**src/shared/bwu_regs.vh**
```
// Register indices, field positions and reset values of the breakpoint unit.
// Assumes byte address = 4 * index on a 32-bit APB bus.
`ifndef BWU_REGS_VH
`define BWU_REGS_VH

// ---------------------------------------------------------------------------
// Register indices (word numbers)
// ---------------------------------------------------------------------------
`define BWU_IDX_IRQ_TYPE      8'h15
`define BWU_IDX_IRQ_DATA      8'h16
`define BWU_IDX_IB_ADDR       8'h30
`define BWU_IDX_IB_CTRL       8'h40
`define BWU_IDX_DW_ADDR1      8'h50
`define BWU_IDX_DW_ADDR2      8'h60
`define BWU_IDX_DW_CTRL       8'h70
`define BWU_IDX_RW_MASK       8'h80
`define BWU_IDX_RW_VALUE      8'h90
`define BWU_IDX_RW_CTRL       8'h9C

// ---------------------------------------------------------------------------
// Control register fields
// ---------------------------------------------------------------------------
`define BWU_CTRL_EN_BIT       0
`define BWU_CTRL_SEL_BIT      1
`define BWU_CTRL_LOAD_BIT     2
`define BWU_CTRL_MASK_HI      23
`define BWU_CTRL_MASK_LO      16
`define BWU_CTRL_RESET        32'h00000000
`define BWU_DATA_RESET        32'h00000000

// ---------------------------------------------------------------------------
// Interrupt type fields and cause codes
// ---------------------------------------------------------------------------
`define BWU_TYPE_NUM_HI       17
`define BWU_TYPE_NUM_LO       16
`define BWU_TYPE_THR_HI       15
`define BWU_TYPE_THR_LO       8
`define BWU_CAUSE_INSTR       3'h3
`define BWU_CAUSE_DATA        3'h4
`define BWU_CAUSE_RES         3'h5

`endif

```
**src/hw/bwu_top.v**
```verilog
// Breakpoint and watchpoint comparators with an APB register slave.
// Assumes core event inputs are synchronous to clock, one event per cycle each.
// How it works
// - Control bits 23:16 are per-thread enables; only masked-in threads fire.
// - Control bit 0 enables the comparator; all control fields reset to zero.
// - Four instruction breakpoint control registers at indices 0x40 to 0x43.
// - Instruction control bit 1: zero breaks on PC equal, one on unequal.
// - Four 32-bit first-address registers for the data watchpoints.
// - Four 32-bit second-address registers for the data watchpoints.
// - Data control bit 2 adds loads as triggers; controls at 0x70 to 0x73.
// - Data control bit 1 combines A and B: zero AND, one OR.
// - Four 32-bit resource watchpoint mask registers.
// - Four 32-bit resource watchpoint comparison value registers.
// - Resource control bit 1: zero fires on masked equal, one on unequal; controls at 0x9C to 0x9F.
// - An enabled instruction breakpoint match raises the debug interrupt.
// - Cause code 3 instruction, 4 data, 5 resource watchpoint.
// - Simultaneous hits report instruction, then data, then resource, lowest number within type, plus the causing thread.
// - Data hit captures effective address; resource hit captures resource id.
//
// Decided for this implementation: register access over APB.
`timescale 1ns/10ps
`include "bwu_regs.vh"

module bwu_top #(
  parameter THREADS = 8,
  parameter TW      = 3,
  parameter NCMP    = 4
) (
  input  wire        clock,
  input  wire        reset,
  // APB slave
  input  wire        psel,
  input  wire        penable,
  input  wire        pwrite,
  input  wire [31:0] paddr,
  input  wire [31:0] pwdata,
  output reg  [31:0] prdata,
  output wire        pready,
  output wire        pslverr,
  // Instruction issue
  input  wire        pc_valid,
  input  wire [TW-1:0] pc_thread,
  input  wire [31:0] pc,
  // Memory access
  input  wire        mem_valid,
  input  wire        mem_load,
  input  wire [TW-1:0] mem_thread,
  input  wire [31:0] mem_addr,
  // Resource access
  input  wire        res_valid,
  input  wire [TW-1:0] res_thread,
  input  wire [31:0] res_id,
  // Toward core debug logic
  output reg         debug_irq,
  output reg  [2:0]  debug_cause,
  output reg  [1:0]  debug_num,
  output reg  [7:0]  debug_thread,
  output reg  [31:0] debug_data
);

  // ---------------------------------------------------------------------------
  // Register storage
  // ---------------------------------------------------------------------------
  // Flops live per channel below, so each array element has one driver
  wire [31:0] ib_addr  [0:NCMP-1];
  wire [31:0] ib_ctrl  [0:NCMP-1];
  wire [31:0] dw_addr1 [0:NCMP-1];
  wire [31:0] dw_addr2 [0:NCMP-1];
  wire [31:0] dw_ctrl  [0:NCMP-1];
  wire [31:0] rw_mask  [0:NCMP-1];
  wire [31:0] rw_value [0:NCMP-1];
  wire [31:0] rw_ctrl  [0:NCMP-1];

  wire [7:0]  idx      = paddr[9:2];
  wire [5:0]  grp      = idx[7:2];
  wire [1:0]  ch       = idx[1:0];
  wire        wr_en    = psel & penable & pwrite;
  wire        setup    = psel & ~penable;

  // ---------------------------------------------------------------------------
  // Address decode
  // ---------------------------------------------------------------------------

  wire [7:0] b_ib_addr  = `BWU_IDX_IB_ADDR;
  wire [7:0] b_ib_ctrl  = `BWU_IDX_IB_CTRL;
  wire [7:0] b_dw_addr1 = `BWU_IDX_DW_ADDR1;
  wire [7:0] b_dw_addr2 = `BWU_IDX_DW_ADDR2;
  wire [7:0] b_dw_ctrl  = `BWU_IDX_DW_CTRL;
  wire [7:0] b_rw_mask  = `BWU_IDX_RW_MASK;
  wire [7:0] b_rw_value = `BWU_IDX_RW_VALUE;
  wire [7:0] b_rw_ctrl  = `BWU_IDX_RW_CTRL;

  wire hit_ib_addr  = (grp == b_ib_addr[7:2]);
  wire hit_ib_ctrl  = (grp == b_ib_ctrl[7:2]);
  wire hit_dw_addr1 = (grp == b_dw_addr1[7:2]);
  wire hit_dw_addr2 = (grp == b_dw_addr2[7:2]);
  wire hit_dw_ctrl  = (grp == b_dw_ctrl[7:2]);
  wire hit_rw_mask  = (grp == b_rw_mask[7:2]);
  wire hit_rw_value = (grp == b_rw_value[7:2]);
  wire hit_rw_ctrl  = (grp == b_rw_ctrl[7:2]);
  wire hit_type     = (idx == `BWU_IDX_IRQ_TYPE);
  wire hit_data     = (idx == `BWU_IDX_IRQ_DATA);
  wire mapped       = hit_ib_addr | hit_ib_ctrl | hit_dw_addr1 | hit_dw_addr2 |
                      hit_dw_ctrl | hit_rw_mask | hit_rw_value | hit_rw_ctrl |
                      hit_type | hit_data;

  // Zero wait states: read data is latched in the setup cycle
  assign pready  = 1'b1;
  assign pslverr = psel & penable & ~mapped;

  // Only defined control bits are kept, so reserved bits read zero
  localparam [31:0] IB_KEEP = 32'h00FF0003;
  localparam [31:0] DW_KEEP = 32'h00FF0007;
  localparam [31:0] RW_KEEP = 32'h00FF0003;

  // ---------------------------------------------------------------------------
  // Register writes and comparators, one slice per channel
  // ---------------------------------------------------------------------------
  wire [NCMP-1:0] ib_hit;
  wire [NCMP-1:0] dw_hit;
  wire [NCMP-1:0] rw_hit;

  genvar g;
  generate
    for (g = 0; g < NCMP; g = g + 1) begin : g_ch
      wire        this_ch = ({30'h0, ch} == g);
      reg  [31:0] ib_addr_r;
      reg  [31:0] ib_ctrl_r;
      reg  [31:0] dw_addr1_r;
      reg  [31:0] dw_addr2_r;
      reg  [31:0] dw_ctrl_r;
      reg  [31:0] rw_mask_r;
      reg  [31:0] rw_value_r;
      reg  [31:0] rw_ctrl_r;
      wire        ib_eq;
      wire        ib_cond;
      wire        dw_a;
      wire        dw_b;
      wire        dw_kind;
      wire        dw_cond;
      wire        rw_eq;
      wire        rw_cond;

      always @(posedge clock) begin
        if (reset) begin
          ib_addr_r  <= `BWU_DATA_RESET;
          ib_ctrl_r  <= `BWU_CTRL_RESET;
          dw_addr1_r <= `BWU_DATA_RESET;
          dw_addr2_r <= `BWU_DATA_RESET;
          dw_ctrl_r  <= `BWU_CTRL_RESET;
          rw_mask_r  <= `BWU_DATA_RESET;
          rw_value_r <= `BWU_DATA_RESET;
          rw_ctrl_r  <= `BWU_CTRL_RESET;
        end else if (wr_en && this_ch) begin
          if (hit_ib_addr)
            ib_addr_r <= pwdata;
          if (hit_ib_ctrl)
            ib_ctrl_r <= pwdata & IB_KEEP;
          if (hit_dw_addr1)
            dw_addr1_r <= pwdata;
          if (hit_dw_addr2)
            dw_addr2_r <= pwdata;
          if (hit_dw_ctrl)
            dw_ctrl_r <= pwdata & DW_KEEP;
          if (hit_rw_mask)
            rw_mask_r <= pwdata;
          if (hit_rw_value)
            rw_value_r <= pwdata;
          if (hit_rw_ctrl)
            rw_ctrl_r <= pwdata & RW_KEEP;
        end
      end

      // Gathered for the read mux, which indexes by channel
      assign ib_addr[g]  = ib_addr_r;
      assign ib_ctrl[g]  = ib_ctrl_r;
      assign dw_addr1[g] = dw_addr1_r;
      assign dw_addr2[g] = dw_addr2_r;
      assign dw_ctrl[g]  = dw_ctrl_r;
      assign rw_mask[g]  = rw_mask_r;
      assign rw_value[g] = rw_value_r;
      assign rw_ctrl[g]  = rw_ctrl_r;

      // Instruction breakpoint
      assign ib_eq   = (pc == ib_addr_r);
      assign ib_cond = ib_ctrl_r[`BWU_CTRL_SEL_BIT] ? ~ib_eq : ib_eq;

      bwu_cmp #(.THREADS(THREADS), .TW(TW)) u_ib (
        .enable      (ib_ctrl_r[`BWU_CTRL_EN_BIT]),
        .thread_mask (ib_ctrl_r[`BWU_CTRL_MASK_HI:`BWU_CTRL_MASK_LO]),
        .valid       (pc_valid),
        .thread      (pc_thread),
        .cond        (ib_cond),
        .hit         (ib_hit[g])
      );

      // Data watchpoint; stores always count, loads only when asked
      assign dw_a    = (mem_addr == dw_addr1_r);
      assign dw_b    = (mem_addr == dw_addr2_r);
      assign dw_kind = ~mem_load | dw_ctrl_r[`BWU_CTRL_LOAD_BIT];
      assign dw_cond = dw_kind & (dw_ctrl_r[`BWU_CTRL_SEL_BIT] ?
                                  (dw_a | dw_b) : (dw_a & dw_b));

      bwu_cmp #(.THREADS(THREADS), .TW(TW)) u_dw (
        .enable      (dw_ctrl_r[`BWU_CTRL_EN_BIT]),
        .thread_mask (dw_ctrl_r[`BWU_CTRL_MASK_HI:`BWU_CTRL_MASK_LO]),
        .valid       (mem_valid),
        .thread      (mem_thread),
        .cond        (dw_cond),
        .hit         (dw_hit[g])
      );

      // Resource watchpoint
      assign rw_eq   = ((res_id & rw_mask_r) == (rw_value_r & rw_mask_r));
      assign rw_cond = rw_ctrl_r[`BWU_CTRL_SEL_BIT] ? ~rw_eq : rw_eq;

      bwu_cmp #(.THREADS(THREADS), .TW(TW)) u_rw (
        .enable      (rw_ctrl_r[`BWU_CTRL_EN_BIT]),
        .thread_mask (rw_ctrl_r[`BWU_CTRL_MASK_HI:`BWU_CTRL_MASK_LO]),
        .valid       (res_valid),
        .thread      (res_thread),
        .cond        (rw_cond),
        .hit         (rw_hit[g])
      );
    end
  endgenerate

  // ---------------------------------------------------------------------------
  // Hit priority: instruction, then data, then resource; lowest number wins
  // ---------------------------------------------------------------------------
  function [1:0] low_num;
    input [3:0] v;
    begin
      if (v[0])
        low_num = 2'h0;
      else if (v[1])
        low_num = 2'h1;
      else if (v[2])
        low_num = 2'h2;
      else
        low_num = 2'h3;
    end
  endfunction

  reg         any_hit;
  reg [2:0]   cause_nxt;
  reg [1:0]   num_nxt;
  reg [7:0]   thr_nxt;
  reg [31:0]  data_nxt;
  reg         data_upd;

  always @* begin
    any_hit   = 1'b1;
    cause_nxt = debug_cause;
    num_nxt   = debug_num;
    thr_nxt   = debug_thread;
    data_nxt  = debug_data;
    data_upd  = 1'b0;
    if (|ib_hit) begin
      cause_nxt = `BWU_CAUSE_INSTR;
      num_nxt   = low_num(ib_hit);
      thr_nxt   = {{(8-TW){1'b0}}, pc_thread};
    end else if (|dw_hit) begin
      cause_nxt = `BWU_CAUSE_DATA;
      num_nxt   = low_num(dw_hit);
      thr_nxt   = {{(8-TW){1'b0}}, mem_thread};
      data_nxt  = mem_addr;
      data_upd  = 1'b1;
    end else if (|rw_hit) begin
      cause_nxt = `BWU_CAUSE_RES;
      num_nxt   = low_num(rw_hit);
      thr_nxt   = {{(8-TW){1'b0}}, res_thread};
      data_nxt  = res_id;
      data_upd  = 1'b1;
    end else begin
      any_hit   = 1'b0;
    end
  end

  // ---------------------------------------------------------------------------
  // Interrupt and capture registers; a hit wins over a software write
  // ---------------------------------------------------------------------------
  wire wr_type = wr_en & hit_type;
  wire wr_data = wr_en & hit_data;

  always @(posedge clock) begin
    if (reset) begin
      debug_irq    <= 1'b0;
      debug_cause  <= 3'h0;
      debug_num    <= 2'h0;
      debug_thread <= 8'h00;
      debug_data   <= `BWU_DATA_RESET;
    end else begin
      debug_irq <= any_hit;
      if (any_hit) begin
        debug_cause  <= cause_nxt;
        debug_num    <= num_nxt;
        debug_thread <= thr_nxt;
      end else if (wr_type) begin
        debug_cause  <= pwdata[2:0];
        debug_num    <= pwdata[`BWU_TYPE_NUM_HI:`BWU_TYPE_NUM_LO];
        debug_thread <= pwdata[`BWU_TYPE_THR_HI:`BWU_TYPE_THR_LO];
      end
      if (data_upd)
        debug_data <= data_nxt;
      else if (wr_data)
        debug_data <= pwdata;
    end
  end

  // ---------------------------------------------------------------------------
  // Read data, latched in the setup cycle
  // ---------------------------------------------------------------------------
  reg [31:0] rd_nxt;

  always @* begin
    rd_nxt = 32'h00000000;
    if (hit_ib_addr)
      rd_nxt = ib_addr[ch];
    else if (hit_ib_ctrl)
      rd_nxt = ib_ctrl[ch];
    else if (hit_dw_addr1)
      rd_nxt = dw_addr1[ch];
    else if (hit_dw_addr2)
      rd_nxt = dw_addr2[ch];
    else if (hit_dw_ctrl)
      rd_nxt = dw_ctrl[ch];
    else if (hit_rw_mask)
      rd_nxt = rw_mask[ch];
    else if (hit_rw_value)
      rd_nxt = rw_value[ch];
    else if (hit_rw_ctrl)
      rd_nxt = rw_ctrl[ch];
    else if (hit_type)
      rd_nxt = {14'h0000, debug_num, debug_thread, 5'h00, debug_cause};
    else if (hit_data)
      rd_nxt = debug_data;
  end

  always @(posedge clock) begin
    if (reset)
      prdata <= 32'h00000000;
    else if (setup)
      prdata <= rd_nxt;
  end

endmodule // bwu_top

```
**src/hw/bwu_cmp.v**
```verilog
// One comparator qualifier: master enable and per-thread mask.
// Assumes the match condition is already formed by the caller.
`timescale 1ns/10ps

module bwu_cmp #(
  parameter THREADS = 8,
  parameter TW      = 3
) (
  input  wire               enable,
  input  wire [THREADS-1:0] thread_mask,
  input  wire               valid,
  input  wire [TW-1:0]      thread,
  input  wire               cond,
  output wire               hit
);

  // Master enable and thread mask gate the condition
  assign hit = enable & thread_mask[thread] & valid & cond;

endmodule // bwu_cmp

```
**config.mk**
```make
export PLATFORM = sky130hd
export DESIGN_NAME = bwu_top
export DESIGN_NICKNAME = d
export VERILOG_FILES = /design/src/hw/bwu_top.v /design/src/hw/bwu_cmp.v
export VERILOG_INCLUDE_DIRS = /design/src /design/src/shared
export SDC_FILE = /design/constraint.sdc
export NUM_CORES = 2
export LEC_CHECK = 0
export BUFFER_PORTS_ARGS = -buffer_cell sky130_fd_sc_hd__buf_2
export CELL_PAD_IN_SITES_DETAIL_PLACEMENT = 0
export CELL_PAD_IN_SITES_GLOBAL_PLACEMENT = 1
export CORE_MARGIN = 3
export CORE_UTILIZATION = 42
export DETAILED_ROUTE_END_ITERATION = 12
export PLACE_DENSITY_LB_ADDON = 0.1
export SYNTH_ARGS = -nofsm -noshare
export SYNTH_HDL_FRONTEND = slang
export SYNTH_HIERARCHICAL = 1
export SYNTH_SLANG_ARGS = --single-unit
```
**constraint.sdc**
```tcl
create_clock -name clock -period 2.8 [get_ports clock]
set_input_delay 0.14 -clock clock [delete_from_list [all_inputs] [get_ports clock]]
set_output_delay 0.14 -clock clock [all_outputs]
set_load 0.01 [all_outputs]
```
**Yosys cells after proc, flatten, opt, wreduce, memory -nomap -nowiden**

Cells that the tools add are included.

- Input port bits: 178
- ROM bits: 0
- RAM bits: 0
- Memories kept: 0
- Flip-flop bits (word level): 842
- Latch bits: 0

- $mul: 0
- Shift operators: 0
- Order comparisons: 4
- Multiplexer cells: 103
- Reduce and logical (&&, ||, !) cells: 44
- Bitwise gates (word level): 87
- Equality and inequality tests: 32
- Div/mod/pow operators: 0
- Add/sub/neg operators: 0

Operator list:

| kind | count |
|---|---|
| $mux 32 | 31 |
| $bmux 32 s2 | 8 |
| $eq 32x32->1 | 16 |
| $and 32x32->32 | 8 |
| $reduce_and 2->1 | 33 |
| $and 1x1->1 | 50 |
| $mux 8 | 5 |
| $bmux 1 s3 | 12 |
| $mux 1 | 31 |
| $eq 6x5->1 const B | 4 |
| $mux 2 | 11 |
| $eq 6x6->1 const B | 3 |
| $or 1x1->1 | 17 |
| $eq 8x5->1 const B | 2 |
| $mux 3 | 5 |
| $lt 3x4->1 const B | 3 |
| $reduce_or 4->1 | 3 |
| $not 1->1 | 11 |
| $eq 6x4->1 const B | 1 |
| $eq 2x2->1 const B | 2 |
| $logic_and 1x1->1 | 4 |
| $ne 4x1->1 const B | 1 |
| $reduce_bool 2->1 | 2 |
| $ge 3x3->1 const B | 1 |
| other kinds (6) | 6 |

**Longest topological paths before layout**

- Word-level depth: 12
- Mapped depth: 17
- Gate-level depth less buffers: 14

**Cells and area by module**

The synthesis kept the hierarchy.

By module, submodules not included:

| module | times used | area an instance (um^2) | sequential area each (um^2) | cells an instance |
|---|---|---|---|---|
| bwu_top | 1 | 43196.4 | 16856.2 | 5186 |
| bwu_cmp | 12 | 71.3 | 0.0 | 5 |

**Worst setup path before layout**

No wires, ideal clock.

- Kind: in2reg
- From: input mem_addr[13]
- To: register debug_data[12]
- Required time: 2.654 ns
- Cell stages on the path: 17
- Slack: -0.071 ns
- Path buffers: 4
- Arrival: 2.725 ns
- Cells stage by stage: clkbuf_1 xor2_1 nor4_1 nand4_1 nor2_1 o21ai_0 a21oi_1 nand3_1 nor2_1 or4_1 buf_2 or2_1 buf_2 nand2_4 buf_6 a211oi_1 a211oi_2

- Cells in the longest elaborated chain, start to end: 10
- Elaborated cells on any way between the ends: 38
- Those cells by class: eq/ne (10); mux (9); bitwise (16); reduce/logical (3)

RTL lines:

| item | RTL line | RTL |
|---|---|---|
| start, declared | bwu_top.v:48 | `input wire [31:0] mem_addr,` |
| $eq 32x32->1 (on tied branches) | bwu_top.v:198, bwu_top.v:199 |  |
| $and 1x1->1 / $or 1x1->1 (equally long branches) | bwu_top.v:202 | `(dw_a \| dw_b) : (dw_a & dw_b));` |
| $mux 1 (*) | bwu_top.v:201 | `` assign dw_cond = dw_kind & (dw_ctrl_r[`BWU_CTRL_SEL_BIT] ? `` |
| $and 1x1->1 (*) | bwu_top.v:201 |  |
| named net g_ch[0].dw_cond | bwu_top.v:140 | `wire dw_cond;` |
| $and 1x1->1 (*) | bwu_cmp.v:18 | `assign hit = enable & thread_mask[thread] & valid & cond;` |
| named net dw_hit[0] | bwu_top.v:120 | `wire [NCMP-1:0] dw_hit;` |
| $reduce_or 4->1 (*) | bwu_top.v:263 | `end else if (\|dw_hit) begin` |
| $mux 1 | bwu_top.v:263 |  |
| $mux 1 | bwu_top.v:259 | `if (\|ib_hit) begin` |
| $ne 3x1->1 (no source line), or another cell as far along | - |  |
| $reduce_and 3->1 (no source line) | - |  |
| end signal, assigned | bwu_top.v:292 | `` debug_data <= `BWU_DATA_RESET; `` |
| end signal, assigned | bwu_top.v:305 | `debug_data <= data_nxt;` |
| end signal, assigned | bwu_top.v:307 | `debug_data <= pwdata;` |
| end, declared | bwu_top.v:58 | `output reg [31:0] debug_data` |

Mark *: on every way through the listed nets, which the timed path passes. The rest lies on a longest branch. The select of a mux whose other input is x is not followed.
A chain may end at the register's enable or synchronous reset.

**Worst setup path in the final report**

- From: register g_ch[1].rw_value_r[30]
- To: register debug_data[21]

- Cells in the longest elaborated chain, start to end: 11
- Elaborated cells on any way between the ends: 14
- Those cells by class: eq/ne (3); mux (5); bitwise (3); reduce/logical (3)

RTL lines:

| item | RTL line | RTL |
|---|---|---|
| start, declared | bwu_top.v:133 | `reg [31:0] rw_value_r;` |
| start signal, assigned | bwu_top.v:152 | `` rw_value_r <= `BWU_DATA_RESET; `` |
| start signal, assigned | bwu_top.v:168 | `rw_value_r <= pwdata;` |
| $and 32x32->32 (*) | bwu_top.v:214 | `assign rw_eq = ((res_id & rw_mask_r) == (rw_value_r & rw_mask_r));` |
| $eq 32x32->1 (*) | bwu_top.v:214 |  |
| $not 1->1 | bwu_top.v:215 | `` assign rw_cond = rw_ctrl_r[`BWU_CTRL_SEL_BIT] ? ~rw_eq : rw_eq; `` |
| $mux 1 (*) | bwu_top.v:215 |  |
| named net g_ch[1].rw_cond | bwu_top.v:142 | `wire rw_cond;` |
| $and 1x1->1 (*) | bwu_cmp.v:18 |  |
| named net rw_hit[1] | bwu_top.v:121 | `wire [NCMP-1:0] rw_hit;` |
| $reduce_or 4->1 (*) | bwu_top.v:269 | `end else if (\|rw_hit) begin` |
| $mux 1 | bwu_top.v:269 |  |
| $mux 1 | bwu_top.v:263 |  |
| $mux 1 | bwu_top.v:259 |  |
| $ne 3x1->1 (no source line), or another cell as far along | - |  |
| $reduce_and 3->1 (no source line) | - |  |

Mark *: on every way through the listed nets, which the timed path passes. The rest lies on a longest branch.

==> flow_metrics.tcl <==
set metrics [dict create \
    crit_required_ps 3410 \
    grt_usage_pct 39.5 \
    grt_max_degree 132 \
    critPathSlowestCell "or4_4" \
    power_density_nw_per_um2 487 \
    critPathMaxFanout 6 \
    ys_seq_area_share_pct 38.3 \
    drt-total-wl_mm 221 \
    skew_ps 33.0 \
    wl_per_cell_um 29.2 \
    hold_violations 0 \
    async_flop_share_pct 0 \
    rows 118 \
    finalSetupViolCount 46 \
    cts_num_sinks 842 \
    grt_pass1_wl_mm 308 \
    drtIter0Drc 5582 \
    nFillCells 9612 \
    layout_common_cells "1415 x nand2_1, 936 x buf_4, 836 x dfxtp_1" \
    synth_top_family_by_area "simple AND/OR/NAND/NOR gates" \
    timing.critical_path.cells "xor2_2 -> a22oi_2 -> nand4_1 -> nor4_4 -> buf_4 -> xor2_2 -> nand3_2 -> nor2_2 -> or4_4 -> or2_4 -> nand2_8 -> buf_12 -> buf_12 -> a211oi_2 -> a211oi_2" \
    ir_drop_mv 0.470 \
    dpl.hpwl_mm 157 \
    synth-main-ff-cell "dfxtp_1" \
    ys_types 60 \
    slew_violations 0 \
    drc 0 \
    slew_headroom_pct 30.8 \
    synth_area_um2 44100 \
    grt_pass1_vias 41300 \
    cp-end-kind "flip-flop" \
    yosysTopAreaCellShare_pct 38.3 \
    yosys.area_share.simple_pct 17.6 \
    period_needed_ps 3370 \
    timing.final.crit_share_pct 120 \
    h-tree-depth 3 \
    crit_type "flip-flop to flip-flop" \
    vias 44200 \
    cp_top_family "simple AND/OR/NAND/NOR gates" \
    worst_hold_slack_ps 40.7 \
    outcome "finished with violations" \
    final_common_cell "nand2_1" \
    setup_ws_ps -570 \
    fin_util_pct 55.6 \
    syn_area_per_cell_um2 8.40 \
    layout.nets 6267 \
    path_buf_inv 3 \
    die_x_um 330 \
    yosysTopAreaCell "dfxtp_1" \
    rsz0062_at_grt "true" \
    cts_root_buf "clkbuf_16" \
    yosys_warnings 6 \
    gp_congestion 1.01 \
    cp-start-kind "flip-flop" \
    core-area_um2 104000 \
    synth_edf_count 0 \
    area_delta_synth_final_pct 31.0 \
    layout-drive-gt1-share_pct 28.9 \
    chipHeight_um 330 \
    cp_data_arrival_time_ps 3980 \
    cts_buffers 98 \
    violations "negative setup slack" \
    fmax_mhz 297 \
    initial_core_util_pct 42.4 \
    leakagePower_uw 0.0225 \
    synth.area.top_cells "dfxtp_1 38%, nand2_1 12%, mux4_2 9.8%" \
    port_buffers 232 \
    syn_nets 5424 \
    worst_pin_slew_ps 1010 \
    hold_class "input pin to flip-flop" \
    clockBufferDepth 3 \
    synth-xor-area-share_pct 10.3 \
    worst_path_largest_cell_delay_ps 550 \
    drv_cap 0 \
    syn_inst 5246 \
    muxShareOfSynthArea_pct 13.3 \
    synthAdderAreaFrac_pct 0 \
    routed_via_density 5.85 \
    ys_seq_elements 842 \
    cts_tree "built" \
    drtPass1Iterations 6 \
    path_clk_slew_ps 60 \
    synth_compound_area_share_pct 15.3 \
    grt_overflow 0 \
    antenna_found_initial 24 \
    clk_latency_ps 700 \
    place_area_um2 53300 \
    die_area_um2 109000 \
    pin_count 258 \
    antenna_left 0 \
    design_area_um2 57700 \
]
[logic make-up after synthesis]
logic type	after synthesis
and+or+nand+nor	1860
AOI/OAI and AO/OA	1182
DFF	842
buffers and inverters	533
xor gates and xnor gates	520
muxes	308
other	1
[layout make-up]
class	count	area [um^2]	share of cell area (%)
clock inverter	33	487	0.843
inverter	2	7.51	0.0130
clock buffer	144	2830	4.90
timing repair buffer	1274	10100	17.5
tap	1380	1730	2.99
antenna	10	25.0	0.0433
sequential	842	16900	29.2
multi-input combinational	3871	25700	44.5
[worst reg2reg max path: stages, from the launching register on]
cell and delay, ps:
dfxtp_2 330, xor2_2 180, a22oi_2 220, nand4_1 290, nor4_4 370, buf_4 190
xor2_2 80, nand3_2 90, nor2_2 40, or4_4 550, or2_4 290, nand2_8 130
buf_12 140, buf_12 130, a211oi_2 50, a211oi_2 190
[flip-flops by register name, indices dropped and copies added, names as in the netlist]
name / flops
debug_cause: 3
debug_data: 32
debug_irq: 1
debug_num: 2
debug_thread: 8
g_ch.dw_addr1_r: 128
g_ch.dw_addr2_r: 128
g_ch.dw_ctrl_r: 44
g_ch.ib_addr_r: 128
g_ch.ib_ctrl_r: 40
g_ch.rw_ctrl_r: 40
g_ch.rw_mask_r: 128
g_ch.rw_value_r: 128
prdata: 32
[per-layer routing]
layer	routed length [um]	track usage (%)	vias up	share of wire (%)
met5	69	0	-	0.031
met4	11700	18.1	10	5.3
met3	23500	9.19	443	11
met2	96000	59.8	2415	43
met1	89700	53.4	21600	41
li1	-	-	19800	-
[what timing repair did]
action	CTS	global route
hold buffers	14	0
cloned	5	1
setup endpoints to repair	46	46
gates resized for setup	81	80
setup buffers	11	10
hold endpoints to repair	94	0
pin swaps	42	50
[power by group]
| group | switching, uW | leakage, uW | internal [uW] | total (uW) |
|---|---|---|---|---|
| sequential | 17.2 | 0.00678 | 12000 | 12000 |
| combinational | 1690 | 0.0141 | 822 | 2510 |
| clock | 5570 | 0.00162 | 7990 | 13600 |
| total | 7280 | 0.0225 | 20800 | 28100 |
[path summary, 6_finish.rpt]
path / from / to / slack, ps / depth (start not counted)
worst max-delay path: g_ch[1].rw_value_r[30] / debug_data[21] / -570 / 15
worst max register to register: g_ch[1].rw_value_r[30] / debug_data[21] / -570 / 15
worst min-delay path: pwdata[23] / g_ch[3].ib_addr_r[23] / 40 / 3
worst min register to register: g_ch[0].ib_ctrl_r[20] / g_ch[0].ib_ctrl_r[20] / 470 / 2
[synth_stat cells (87+ instances only)]
cell type,n
mux4_2,191
a21oi_1,794
buf_2,95
xor2_1,388
dfxtp_1,842
clkbuf_1,392
a22oi_1,92
nor2_1,127
nand2_1,1418
mux2i_1,87
xnor2_1,132
o21ai_0,144
[stage by stage]
step | setup TNS, ps | instances | power (uW) | setup slack [ps]
3_5_place_dp | -40300 | 7337 | 14700 | -974
6_report | -21550 | 7556 | 28100 | -570
2_1_floorplan | 0 | 5246 | 13400 | 9.15
4_1_cts | -21260 | 7542 | 28100 | -572
5_1_grt | -24270 | 7548 | 28700 | -621
3_3_place_gp | -42580 | 7337 | 14700 | -1040
(Power assumes the default switching activity.)
